===== config.mk =====
export PLATFORM = sky130hd
export DESIGN_NAME = interrupt_and_macro_service
export DESIGN_NICKNAME = d
export VERILOG_FILES = /design/src/shared/intc_pkg.sv /design/src/verilog/priority_picker.sv /design/src/verilog/macro_count_store.sv /design/src/verilog/interrupt_and_macro_service.sv
export SDC_FILE = /design/constraint.sdc
export NUM_CORES = 1
export LEC_CHECK = 0
export BUFFER_PORTS_ARGS = -buffer_cell sky130_fd_sc_hd__buf_2
export CAP_MARGIN = 30
export CORE_MARGIN = 2
export CORE_UTILIZATION = 40
export CTS_CLUSTER_DIAMETER = 200
export CTS_CLUSTER_SIZE = 24
export DETAILED_ROUTE_END_ITERATION = 10
export HOLD_SLACK_MARGIN = 0.02
export PLACE_DENSITY_LB_ADDON = 0.25
export SLEW_MARGIN = 5
export SYNTH_ARGS = -nofsm -noshare
export SYNTH_HDL_FRONTEND = slang
export SYNTH_SLANG_ARGS = --single-unit

===== constraint.sdc =====
create_clock -name core_clk -period 16.9 [get_ports core_clk]
set_input_delay 0 -clock core_clk [delete_from_list [all_inputs] [get_ports core_clk]]
set_output_delay 0 -clock core_clk [all_outputs]
set_load 0.01 [all_outputs]

===== src/shared/intc_pkg.sv =====
// Shared constants, dispatch kinds and vector decoding for the interrupt unit.
// Assumes a single core clock; slot numbers equal the default priority order.
package intc_pkg;

  // Source census: all sources, and those whose handling mode software selects
  localparam int NUM_SOURCES = 30;
  localparam int NUM_SELECTABLE = 26;

  localparam int NUM_SLOTS = 24;
  localparam int SLOT_W = 5;
  localparam int LEVEL_W = 2;
  localparam int NUM_LEVELS = 4;
  localparam int BANK_W = 3;
  localparam int MSC_W = 8;
  localparam int ADDR_W = 16;
  localparam int NUM_MISC = 13;

  localparam logic [MSC_W-1:0] MSC_RESET = 8'h00;
  localparam logic [MSC_W-1:0] MSC_ONE = 8'h01;

  localparam logic [ADDR_W-1:0] VEC_RESET = 16'h0000;
  localparam logic [ADDR_W-1:0] VEC_NMI = 16'h0002;
  localparam logic [ADDR_W-1:0] VEC_OPERAND_TRAP = 16'h003c;
  localparam logic [ADDR_W-1:0] VEC_BREAK = 16'h003e;
  localparam logic [ADDR_W-1:0] VEC_NONE = 16'h0000;
  localparam logic [ADDR_W-1:0] MACRO_WORD_BASE = 16'hfe00;

  // Slots of the named sources (slot = default priority)
  localparam logic [SLOT_W-1:0] SLOT_PIN_EDGE0 = 5'h00;
  localparam logic [SLOT_W-1:0] SLOT_CAPTURE_THREE = 5'h01;
  localparam logic [SLOT_W-1:0] SLOT_CAPTURE_TWO = 5'h02;
  localparam logic [SLOT_W-1:0] SLOT_CAPTURE_ONE = 5'h0a;
  localparam logic [SLOT_W-1:0] SLOT_CONVERSION = 5'h0d;
  localparam logic [SLOT_W-1:0] SLOT_PIN2_TIMER4 = 5'h0e;
  localparam logic [SLOT_W-1:0] SLOT_SERIAL1 = 5'h13;
  localparam logic [SLOT_W-1:0] SLOT_WATCH = 5'h14;
  localparam logic [SLOT_W-1:0] SLOT_PIN_EDGE1 = 5'h15;
  localparam logic [SLOT_W-1:0] SLOT_PIN_EDGE3 = 5'h16;
  localparam logic [SLOT_W-1:0] SLOT_SERIAL2 = 5'h17;

  typedef enum logic [2:0] {
    KIND_RESET,
    KIND_NMI,
    KIND_VECTOR,
    KIND_CONTEXT,
    KIND_TRAP,
    KIND_BREAK,
    KIND_BANK_BREAK
  } dispatch_kind_t;

  // Vector table entry of a maskable slot
  function automatic logic [ADDR_W-1:0] vector_of(input logic [SLOT_W-1:0] slot);
    case (slot)
      5'h00: vector_of = 16'h0006;
      5'h01: vector_of = 16'h0008;
      5'h02: vector_of = 16'h000a;
      5'h03: vector_of = 16'h000c;
      5'h04: vector_of = 16'h000e;
      5'h05: vector_of = 16'h0010;
      5'h06: vector_of = 16'h0012;
      5'h07: vector_of = 16'h0014;
      5'h08: vector_of = 16'h0016;
      5'h09: vector_of = 16'h0018;
      5'h0a: vector_of = 16'h001a;
      5'h0b: vector_of = 16'h001c;
      5'h0c: vector_of = 16'h0020;
      5'h0d: vector_of = 16'h0022;
      5'h0e: vector_of = 16'h0024;
      5'h0f: vector_of = 16'h0026;
      5'h10: vector_of = 16'h0028;
      5'h11: vector_of = 16'h002a;
      5'h12: vector_of = 16'h002c;
      5'h13: vector_of = 16'h002e;
      5'h14: vector_of = 16'h0030;
      5'h15: vector_of = 16'h0034;
      5'h16: vector_of = 16'h0036;
      5'h17: vector_of = 16'h003a;
      default: vector_of = VEC_NONE;
    endcase
  endfunction

  // Control word sits in the high page at the vector's low byte
  function automatic logic [ADDR_W-1:0] macro_word_of(input logic [SLOT_W-1:0] slot);
    logic [ADDR_W-1:0] vec;
    vec = vector_of(slot);
    macro_word_of = MACRO_WORD_BASE | {8'h00, vec[7:0]};
  endfunction

endpackage


===== src/verilog/priority_picker.sv =====
// Picks the winning pending maskable slot by programmed level, then slot.
// Assumes requests are already masked; purely combinational.
`timescale 1ns/100ps
module priority_picker
  import intc_pkg::*;
(
  input wire logic [NUM_SLOTS-1:0] req,
  input wire logic [NUM_SLOTS*LEVEL_W-1:0] level,
  output logic found,
  output logic [SLOT_W-1:0] slot
);

  logic [LEVEL_W-1:0] best;

  always_comb begin
    found = 1'b0;
    slot = '0;
    best = '1;
    // Ascending scan with strict compare keeps the lower slot on a tie
    for (int i = 0; i < NUM_SLOTS; i++) begin
      if (req[i] && (!found || level[i*LEVEL_W +: LEVEL_W] < best)) begin
        found = 1'b1;
        slot = SLOT_W'(i);
        best = level[i*LEVEL_W +: LEVEL_W];
      end
    end
  end

endmodule


===== src/verilog/macro_count_store.sv =====
// Per-slot macro service counts with a write port and a decrement port.
// Assumes write and decrement never occur in the same cycle, whatever the slots;
// the write wins and the decrement is dropped if they do.
`timescale 1ns/100ps
module macro_count_store
  import intc_pkg::*;
(
  input wire logic core_clk,
  input wire logic rst_n,
  input wire logic wr_en,
  input wire logic [SLOT_W-1:0] wr_slot,
  input wire logic [MSC_W-1:0] wr_data,
  input wire logic dec_en,
  input wire logic [SLOT_W-1:0] dec_slot,
  output logic [MSC_W-1:0] rd_count
);

  logic [MSC_W-1:0] count [NUM_SLOTS];

  assign rd_count = count[dec_slot];

  always_ff @(posedge core_clk or negedge rst_n) begin
    if (!rst_n) begin
      for (int i = 0; i < NUM_SLOTS; i++) begin
        count[i] <= MSC_RESET;
      end
    end else if (wr_en) begin
      count[wr_slot] <= wr_data;
    end else if (dec_en) begin
      count[dec_slot] <= count[dec_slot] - MSC_ONE;
    end
  end

endmodule


===== src/verilog/interrupt_and_macro_service.sv =====
// Interrupt acceptance, arbitration and dispatch with counter-mode macro service.
// Assumes one-cycle request pulses synchronous to core_clk, and a CPU that
// takes a dispatch by raising dispatch_ready at an instruction boundary.
`timescale 1ns/100ps

// Contract
// - Thirty sources accepted; twenty-six may use context switching or macro service; the code gives that choice to 25 sources in 24 slots.
// - Pin edge zero: priority 0, vector 0006H, control word FE06H.
// - Capture three from pulse-width detector: priority 1, vector 0008H.
// - Capture two from drum speed input edge: priority 2, vector 000AH.
// - Capture one: priority 10, vector 001AH, control word FE1AH.
// - Conversion done: priority 13, vector 0022H, control word FE22H.
// - Pin edge two and timer four compare share priority 14, 0024H, FE24H.
// - Serial channel one done: priority 19, vector 002EH, word FE2EH.
// - Watch overflow: priority 20, vector 0030H, control word FE30H.
// - Pin edges one and three: priorities 21, 22; vectors 0034H, 0036H.
// - Serial channel two done: lowest priority 23, vector 003AH.
// - Illegal operand traps through 003CH, always vectored, no macro or bank.
// - Software break instruction branches through 003EH.
// - Vectored dispatch uses table address; four programmable levels per source.
// - Context request or bank break selects bank, branches to bank-held address.
// - Context switch saves PC and status word into the bank, not stack.
// - Macro service updates counts without CPU, saving no CPU state.
// - Counter mode decrements the source's count by one per request.
// - Count reaching zero turns the request into a vectored interrupt.
module interrupt_and_macro_service
  import intc_pkg::*;
(
  input wire logic core_clk,
  input wire logic resetn,
  input wire logic nmi_pin,
  input wire logic pin_edge_req0,
  input wire logic pin_edge_req1,
  input wire logic pin_edge_req2,
  input wire logic pin_edge_req3,
  input wire logic capture_one_req,
  input wire logic capture_two_req,
  input wire logic capture_three_req,
  input wire logic timer4_compare_req,
  input wire logic conversion_done_req,
  input wire logic serial_ch1_done_req,
  input wire logic serial_ch2_done_req,
  input wire logic watch_overflow_req,
  input wire logic [NUM_MISC-1:0] misc_req,
  input wire logic operand_error_trap,
  input wire logic software_break_instr,
  input wire logic bank_switch_break_instr,
  input wire logic [BANK_W-1:0] bank_switch_break_bank,
  input wire logic int_enable,
  input wire logic [NUM_SLOTS-1:0] slot_mask,
  input wire logic [NUM_SLOTS*LEVEL_W-1:0] slot_level,
  input wire logic [NUM_SLOTS-1:0] slot_context_en,
  input wire logic [NUM_SLOTS-1:0] slot_macro_en,
  input wire logic [NUM_SLOTS*BANK_W-1:0] slot_bank,
  input wire logic msc_wr_en,
  input wire logic [SLOT_W-1:0] msc_wr_slot,
  input wire logic [MSC_W-1:0] msc_wr_data,
  input wire logic dispatch_ready,
  output logic dispatch_valid,
  output dispatch_kind_t dispatch_kind,
  output logic [ADDR_W-1:0] dispatch_vector,
  output logic [BANK_W-1:0] dispatch_bank,
  output logic dispatch_save_to_bank,
  output logic [SLOT_W-1:0] dispatch_slot,
  output logic [LEVEL_W-1:0] dispatch_level,
  output logic macro_busy,
  output logic [ADDR_W-1:0] macro_word_addr,
  output logic macro_count_zero,
  output logic [NUM_SLOTS-1:0] pending
);

  typedef enum logic [1:0] {
    ST_IDLE,
    ST_MACRO,
    ST_DISPATCH
  } state_t;

  logic rst_sync1;
  logic rst_n;
  state_t state;
  state_t next_state;
  logic reset_vector_due;
  logic nmi_last;
  logic nmi_pending;
  logic trap_pending;
  logic brk_pending;
  logic bank_switch_break_instr_pending;
  logic [BANK_W-1:0] bank_switch_break_instr_bank;
  logic [NUM_SLOTS-1:0] macro_spent;
  logic [SLOT_W-1:0] macro_slot;

  // Internal reset: asynchronous assert, two-stage synchronous release
  always_ff @(posedge core_clk or negedge resetn) begin
    if (!resetn) begin
      rst_sync1 <= 1'b0;
      rst_n <= 1'b0;
    end else begin
      rst_sync1 <= 1'b1;
      rst_n <= rst_sync1;
    end
  end

  // Request slot map; pin edge two and timer four compare share one slot
  wire [NUM_SLOTS-1:0] slot_req;
  assign slot_req[SLOT_PIN_EDGE0] = pin_edge_req0;
  assign slot_req[SLOT_CAPTURE_THREE] = capture_three_req;
  assign slot_req[SLOT_CAPTURE_TWO] = capture_two_req;
  assign slot_req[9:3] = misc_req[6:0];
  assign slot_req[SLOT_CAPTURE_ONE] = capture_one_req;
  assign slot_req[12:11] = misc_req[8:7];
  assign slot_req[SLOT_CONVERSION] = conversion_done_req;
  assign slot_req[SLOT_PIN2_TIMER4] = pin_edge_req2 | timer4_compare_req;
  assign slot_req[18:15] = misc_req[12:9];
  assign slot_req[SLOT_SERIAL1] = serial_ch1_done_req;
  assign slot_req[SLOT_WATCH] = watch_overflow_req;
  assign slot_req[SLOT_PIN_EDGE1] = pin_edge_req1;
  assign slot_req[SLOT_PIN_EDGE3] = pin_edge_req3;
  assign slot_req[SLOT_SERIAL2] = serial_ch2_done_req;

  wire nmi_edge = nmi_pin & ~nmi_last;
  wire [NUM_SLOTS-1:0] eligible = pending & ~slot_mask & {NUM_SLOTS{int_enable}};
  wire pick_found;
  wire [SLOT_W-1:0] pick_slot;

  priority_picker u_picker (
    .req(eligible),
    .level(slot_level),
    .found(pick_found),
    .slot(pick_slot)
  );

  // Fixed-order choice among non-maskable kinds ahead of maskable ones
  wire take_reset = (state == ST_IDLE) && reset_vector_due;
  wire take_nmi = (state == ST_IDLE) && !reset_vector_due && nmi_pending;
  wire take_trap = (state == ST_IDLE) && !reset_vector_due && !nmi_pending && trap_pending;
  wire special_busy = reset_vector_due | nmi_pending | trap_pending;
  wire take_brk = (state == ST_IDLE) && !special_busy && brk_pending;
  wire take_bank_switch_break_instr = (state == ST_IDLE) && !special_busy && !brk_pending && bank_switch_break_instr_pending;
  wire any_break = brk_pending | bank_switch_break_instr_pending;
  wire take_mask = (state == ST_IDLE) && !special_busy && !any_break && pick_found;
  wire pick_macro = slot_macro_en[pick_slot] && !macro_spent[pick_slot];
  wire pick_context = slot_context_en[pick_slot];
  wire take_macro = take_mask && pick_macro;
  wire take_vectored = take_mask && !pick_macro;
  wire [BANK_W-1:0] pick_bank = slot_bank[pick_slot*BANK_W +: BANK_W];
  wire [LEVEL_W-1:0] pick_level = slot_level[pick_slot*LEVEL_W +: LEVEL_W];
  wire [MSC_W-1:0] macro_count;
  wire macro_dec = (state == ST_MACRO);
  wire count_hits_zero = macro_dec && (macro_count == MSC_ONE);
  wire dispatch_done = (state == ST_DISPATCH) && dispatch_ready;

  macro_count_store u_counts (
    .core_clk(core_clk),
    .rst_n(rst_n),
    .wr_en(msc_wr_en),
    .wr_slot(msc_wr_slot),
    .wr_data(msc_wr_data),
    .dec_en(macro_dec),
    .dec_slot(macro_slot),
    .rd_count(macro_count)
  );

  // A request landing in its acknowledge cycle stays pending
  wire [NUM_SLOTS-1:0] ack_clear = (take_mask ? (NUM_SLOTS'(1) << pick_slot) : '0);
  wire [NUM_SLOTS-1:0] spent_set = (count_hits_zero ? (NUM_SLOTS'(1) << macro_slot) : '0);
  wire [NUM_SLOTS-1:0] spent_clr = (msc_wr_en ? (NUM_SLOTS'(1) << msc_wr_slot) : '0);

  always_ff @(posedge core_clk or negedge rst_n) begin
    if (!rst_n) begin
      pending <= '0;
      macro_spent <= '0;
    end else begin
      pending <= slot_req | (pending & ~ack_clear);
      macro_spent <= spent_set | (macro_spent & ~spent_clr);
    end
  end

  // Event flags: a new event in the taking cycle wins over the clear
  always_ff @(posedge core_clk or negedge rst_n) begin
    if (!rst_n) begin
      reset_vector_due <= 1'b1;
      nmi_last <= 1'b0;
      nmi_pending <= 1'b0;
      trap_pending <= 1'b0;
      brk_pending <= 1'b0;
      bank_switch_break_instr_pending <= 1'b0;
    end else begin
      reset_vector_due <= reset_vector_due & ~take_reset;
      nmi_last <= nmi_pin;
      nmi_pending <= nmi_edge | (nmi_pending & ~take_nmi);
      trap_pending <= operand_error_trap | (trap_pending & ~take_trap);
      brk_pending <= software_break_instr | (brk_pending & ~take_brk);
      bank_switch_break_instr_pending <= bank_switch_break_instr | (bank_switch_break_instr_pending & ~take_bank_switch_break_instr);
    end
  end

  always_ff @(posedge core_clk or negedge rst_n) begin
    if (!rst_n) begin
      bank_switch_break_instr_bank <= '0;
    end else if (bank_switch_break_instr) begin
      bank_switch_break_instr_bank <= bank_switch_break_bank;
    end
  end

  always_comb begin
    next_state = state;
    case (state)
      ST_IDLE: begin
        if (take_macro) begin
          next_state = ST_MACRO;
        end else if (take_reset | take_nmi | take_trap | take_brk | take_bank_switch_break_instr | take_vectored) begin
          next_state = ST_DISPATCH;
        end
      end
      ST_MACRO: begin
        // The CPU is never involved unless the count runs out
        next_state = count_hits_zero ? ST_DISPATCH : ST_IDLE;
      end
      ST_DISPATCH: begin
        if (dispatch_ready) begin
          next_state = ST_IDLE;
        end
      end
      default: begin
        next_state = ST_IDLE;
      end
    endcase
  end

  always_ff @(posedge core_clk or negedge rst_n) begin
    if (!rst_n) begin
      state <= ST_IDLE;
    end else begin
      state <= next_state;
    end
  end

  assign dispatch_valid = (state == ST_DISPATCH);
  assign macro_busy = (state == ST_MACRO);

  // Macro engine bookkeeping
  always_ff @(posedge core_clk or negedge rst_n) begin
    if (!rst_n) begin
      macro_slot <= '0;
      macro_word_addr <= VEC_NONE;
      macro_count_zero <= 1'b0;
    end else begin
      macro_count_zero <= count_hits_zero;
      if (take_macro) begin
        macro_slot <= pick_slot;
        macro_word_addr <= macro_word_of(pick_slot);
      end
    end
  end

  // Dispatch record, held stable while the CPU has not taken it
  always_ff @(posedge core_clk or negedge rst_n) begin
    if (!rst_n) begin
      dispatch_kind <= KIND_RESET;
      dispatch_vector <= VEC_RESET;
      dispatch_bank <= '0;
      dispatch_save_to_bank <= 1'b0;
      dispatch_slot <= '0;
      dispatch_level <= '0;
    end else if (take_reset) begin
      dispatch_kind <= KIND_RESET;
      dispatch_vector <= VEC_RESET;
      dispatch_save_to_bank <= 1'b0;
    end else if (take_nmi) begin
      dispatch_kind <= KIND_NMI;
      dispatch_vector <= VEC_NMI;
      dispatch_save_to_bank <= 1'b0;
    end else if (take_trap) begin
      dispatch_kind <= KIND_TRAP;
      dispatch_vector <= VEC_OPERAND_TRAP;
      dispatch_save_to_bank <= 1'b0;
    end else if (take_brk) begin
      dispatch_kind <= KIND_BREAK;
      dispatch_vector <= VEC_BREAK;
      dispatch_save_to_bank <= 1'b0;
    end else if (take_bank_switch_break_instr) begin
      dispatch_kind <= KIND_BANK_BREAK;
      dispatch_vector <= VEC_BREAK;
      dispatch_bank <= bank_switch_break_instr_bank;
      dispatch_save_to_bank <= 1'b1;
    end else if (take_vectored) begin
      dispatch_slot <= pick_slot;
      dispatch_level <= pick_level;
      dispatch_vector <= vector_of(pick_slot);
      if (pick_context) begin
        dispatch_kind <= KIND_CONTEXT;
        dispatch_bank <= pick_bank;
        dispatch_save_to_bank <= 1'b1;
      end else begin
        dispatch_kind <= KIND_VECTOR;
        dispatch_save_to_bank <= 1'b0;
      end
    end else if (count_hits_zero) begin
      // Exhausted count always ends in a plain vectored branch
      dispatch_kind <= KIND_VECTOR;
      dispatch_slot <= macro_slot;
      dispatch_level <= slot_level[macro_slot*LEVEL_W +: LEVEL_W];
      dispatch_vector <= vector_of(macro_slot);
      dispatch_save_to_bank <= 1'b0;
    end else if (dispatch_done) begin
      dispatch_save_to_bank <= 1'b0;
    end
  end

endmodule


==> results.json <==
{
  "drc": 0,
  "cp_max_fo": 26,
  "period_needed_ns": 12.04,
  "gp_congestion": 0.939,
  "pre_cts_slack_ns": 5.97,
  "ys_seq_area_share_pct": 37.0,
  "crit_top_cell": "or4_1",
  "grt_pass1_wl_um": 114000,
  "slew_headroom_pct": 29.2,
  "path_clk_slew_ns": 0.12,
  "period_share_pct": 71.3,
  "drtAntennaViolNets": 0,
  "drt-pass1-iter-count": 6,
  "routed-wl-met2_um": 36600,
  "n_fill_cell": 4730,
  "max_cap_violations": 0,
  "dieArea_um2": 49800,
  "cts_resized": 0,
  "clock_sinks": 284,
  "async_flop_share_pct": 100,
  "cts-buffers-inserted": 15,
  "final-max-slew-violation-count": 0,
  "portBuffers": 299,
  "die_x_um": 223,
  "min_path_type": "in2reg",
  "layout_commonest_cell": "nand2_1",
  "start_kind": "register",
  "critPathMaxStageDelay_ns": 0.73,
  "core.rowCount": 80,
  "drive_above_1_share_pct": 19.0,
  "syn_inst": 2219,
  "syn_area_um2": 19200,
  "crit_required_ns": 17.35,
  "synth_area_per_cell_um2": 8.66,
  "critPathTopFamily": "simple AND/OR/NAND/NOR gates",
  "die_y_um": 223,
  "grt_max_degree": 160,
  "yosys.cell_types.count": 102,
  "syn_to_final_growth_pct": 15.4,
  "core_area_um2": 47500,
  "setup_ws_ns": 4.86,
  "wire_per_inst_um": 24.3,
  "max_freq_mhz": 83.0,
  "yosys_warnings": 0,
  "crit_type": "reg2reg",
  "start_util_pct": 40.4,
  "tritoncts": "built",
  "layout.nets": 2742,
  "leakage_uw": 0.00932,
  "dp_hpwl_um": 53700,
  "grt_usage_pct": 29.4,
  "slowest_stage": "or4_1",
  "p_per_area_nw_per_um2": 84.3,
  "setup_violations": 0,
  "final_util_pct": 46.6,
  "tns_ns": 0,
  "cts-root-buf": "clkbuf_16",
  "tightest_slew_ns": 1.06,
  "routed_via_density": 6.27,
  "cts_setup_buffers": 0,
  "highest_layer": "met5",
  "drt_iter0_markers": 2175,
  "cts.path.max_buffers": 3,
  "yosys_register_bits": 284,
  "htree_levels": 1,
  "antenna_found_initial": 4,
  "routed_wl_um": 75600,
  "hold_ws_ns": 0.0772,
  "grt_overflow": 0,
  "path_buf_inv": 6,
  "cts_hold_buffers": 50,
  "hold_viol": 0,
  "wl_met1_um": 30200,
  "clk_latency_ns": 0.55,
  "synth_ff_type": "dfrtp_1",
  "ir_drop_uv": 57.0,
  "status": "finished, final reports clean",
  "io_pins": 315,
  "layout_common_cells": "365 x nand2_1, 299 x buf_2, 280 x dfrtp_1, 271 x o21ai_0, 174 x a22oi_1",
  "via_count": 19500,
  "wl_met3_um": 6070,
  "synth_edf_count": 0,
  "cp.arrival_ns": 12.49,
  "rsz0062_at_grt": "false",
  "critPathCaptureType": "register",
  "skew_ns": 0.0449,
  "grt_pass1_vias": 18900
}
-- path summary, 6_finish.rpt --
path | end | depth (start not counted) | slack (ns) | startpoint
worst max-delay path | dispatch_level[0]$_DFFE_PN0P_ | 38 | 4.86 | pending[0]$_DFF_PN0_
worst min-delay path | u_counts.count[121]$_DFFE_PN0P_ | 3 | 0.08 | msc_wr_data[1]
worst max register to register | dispatch_level[0]$_DFFE_PN0P_ | 38 | 4.86 | pending[0]$_DFF_PN0_
worst min register to register | dispatch_bank[2]$_DFFE_PN0P_ | 0 | 0.15 | rst_n$_DFF_PN0_
max in group asynchronous | u_counts.count[64]$_DFFE_PN0P_ | 2 | 15.38 | rst_n$_DFF_PN0_
min in group asynchronous | dispatch_bank[2]$_DFFE_PN0P_ | 0 | 0.15 | rst_n$_DFF_PN0_
-- power breakdown --
group	leakage, uW	total [uW]	internal (uW)	switching (uW)
Combinational	0.00554	624	243	382
Clock	0.000211	428	183	245
Sequential	0.00357	818	766	52.1
Total	0.00932	1870	1190	679
-- per-stage QoR --
| stage | cell area (um^2) | total power [uW] | cells |
|---|---|---|---|
| after floorplan | 19300 | 1230 | 2233 |
| after global placement | 21200 | 1420 | 3026 |
| after detailed placement | 21200 | 1440 | 3026 |
| after CTS | 22100 | 1870 | 3099 |
| after global routing | 22200 | 1960 | 3105 |
| final | 22200 | 1870 | 3107 |
-- metal layers --
metal	GRT usage [%]	vias up
li1	-	8761
met2	50.0	1013
met3	3.91	138
met1	38.2	9568
met4	11.3	2
met5	0	-
-- worst register-to-register path, delay by kind of cell, from the launching register on --
kind	cells	cell delay [ns]
fa+ha+maj	2	0.42
mux	3	0.80
buf+inv	6	2.39
compound gates	13	3.35
flops	1	0.43
simple gates	14	4.54
-- flip-flops by register name (all words and copies together), names as in the netlist --
name                             flops
u_counts.count                     192
macro_spent                         24
pending                             24
macro_word_addr                      6
dispatch_slot                        5
dispatch_vector                      5
macro_slot                           5
bank_switch_break_instr_bank         3
dispatch_bank                        3
dispatch_kind                        3
dispatch_level                       2
state                                2
bank_switch_break_instr_pending      1
brk_pending                          1
dispatch_save_to_bank                1
macro_count_zero                     1
nmi_last                             1
nmi_pending                          1
reset_vector_due                     1
rst_n                                1
rst_sync1                            1
trap_pending                         1
-- cell families (layout without fill, tap and decap cells) --
logic type	after synthesis	in the layout	synth area share (%)
AND/OR/NAND/NOR	765	765	18.4
AO/OA/AOI/OAI	803	803	27.4
buffers and inverters	197	453	4.47
XOR/XNOR	7	7	0.319
multiplexers	140	140	11.1
adder cells (fa/ha/maj)	21	21	1.32
flip-flops	284	284	37.0
other	2	19	0.0391
-- Yosys cell counts, types with 23 or more instances --
cell,number,share of area [%]
a21o_1,45,1.8
a21oi_1,81,2.1
a22oi_1,174,6.8
clkbuf_1,100,2.0
dfrtp_1,283,37
inv_1,46,0.90
mux2i_1,65,3.4
mux4_2,56,6.6
nand2_1,365,7.1
nand3_1,52,1.4
nand3b_1,27,1.1
nor2_1,138,2.7
nor2b_1,23,0.75
nor3_1,37,0.96
o21ai_0,271,7.1
o21ai_1,31,0.81
o22ai_1,30,0.98
-- cell type report --
type                       count  area (um^2)  area share [%]
timing repair buffer         382         2300            10.4
sequential                   284         7120            32.1
antenna                        3         7.51          0.0339
clock inverter                 2         38.8           0.175
multi-input combinational   1752        11400            51.2
clock buffer                  21          398            1.79
inverter                      48          180           0.812
tap                          615          769            3.47
(Power assumes the default switching activity.)
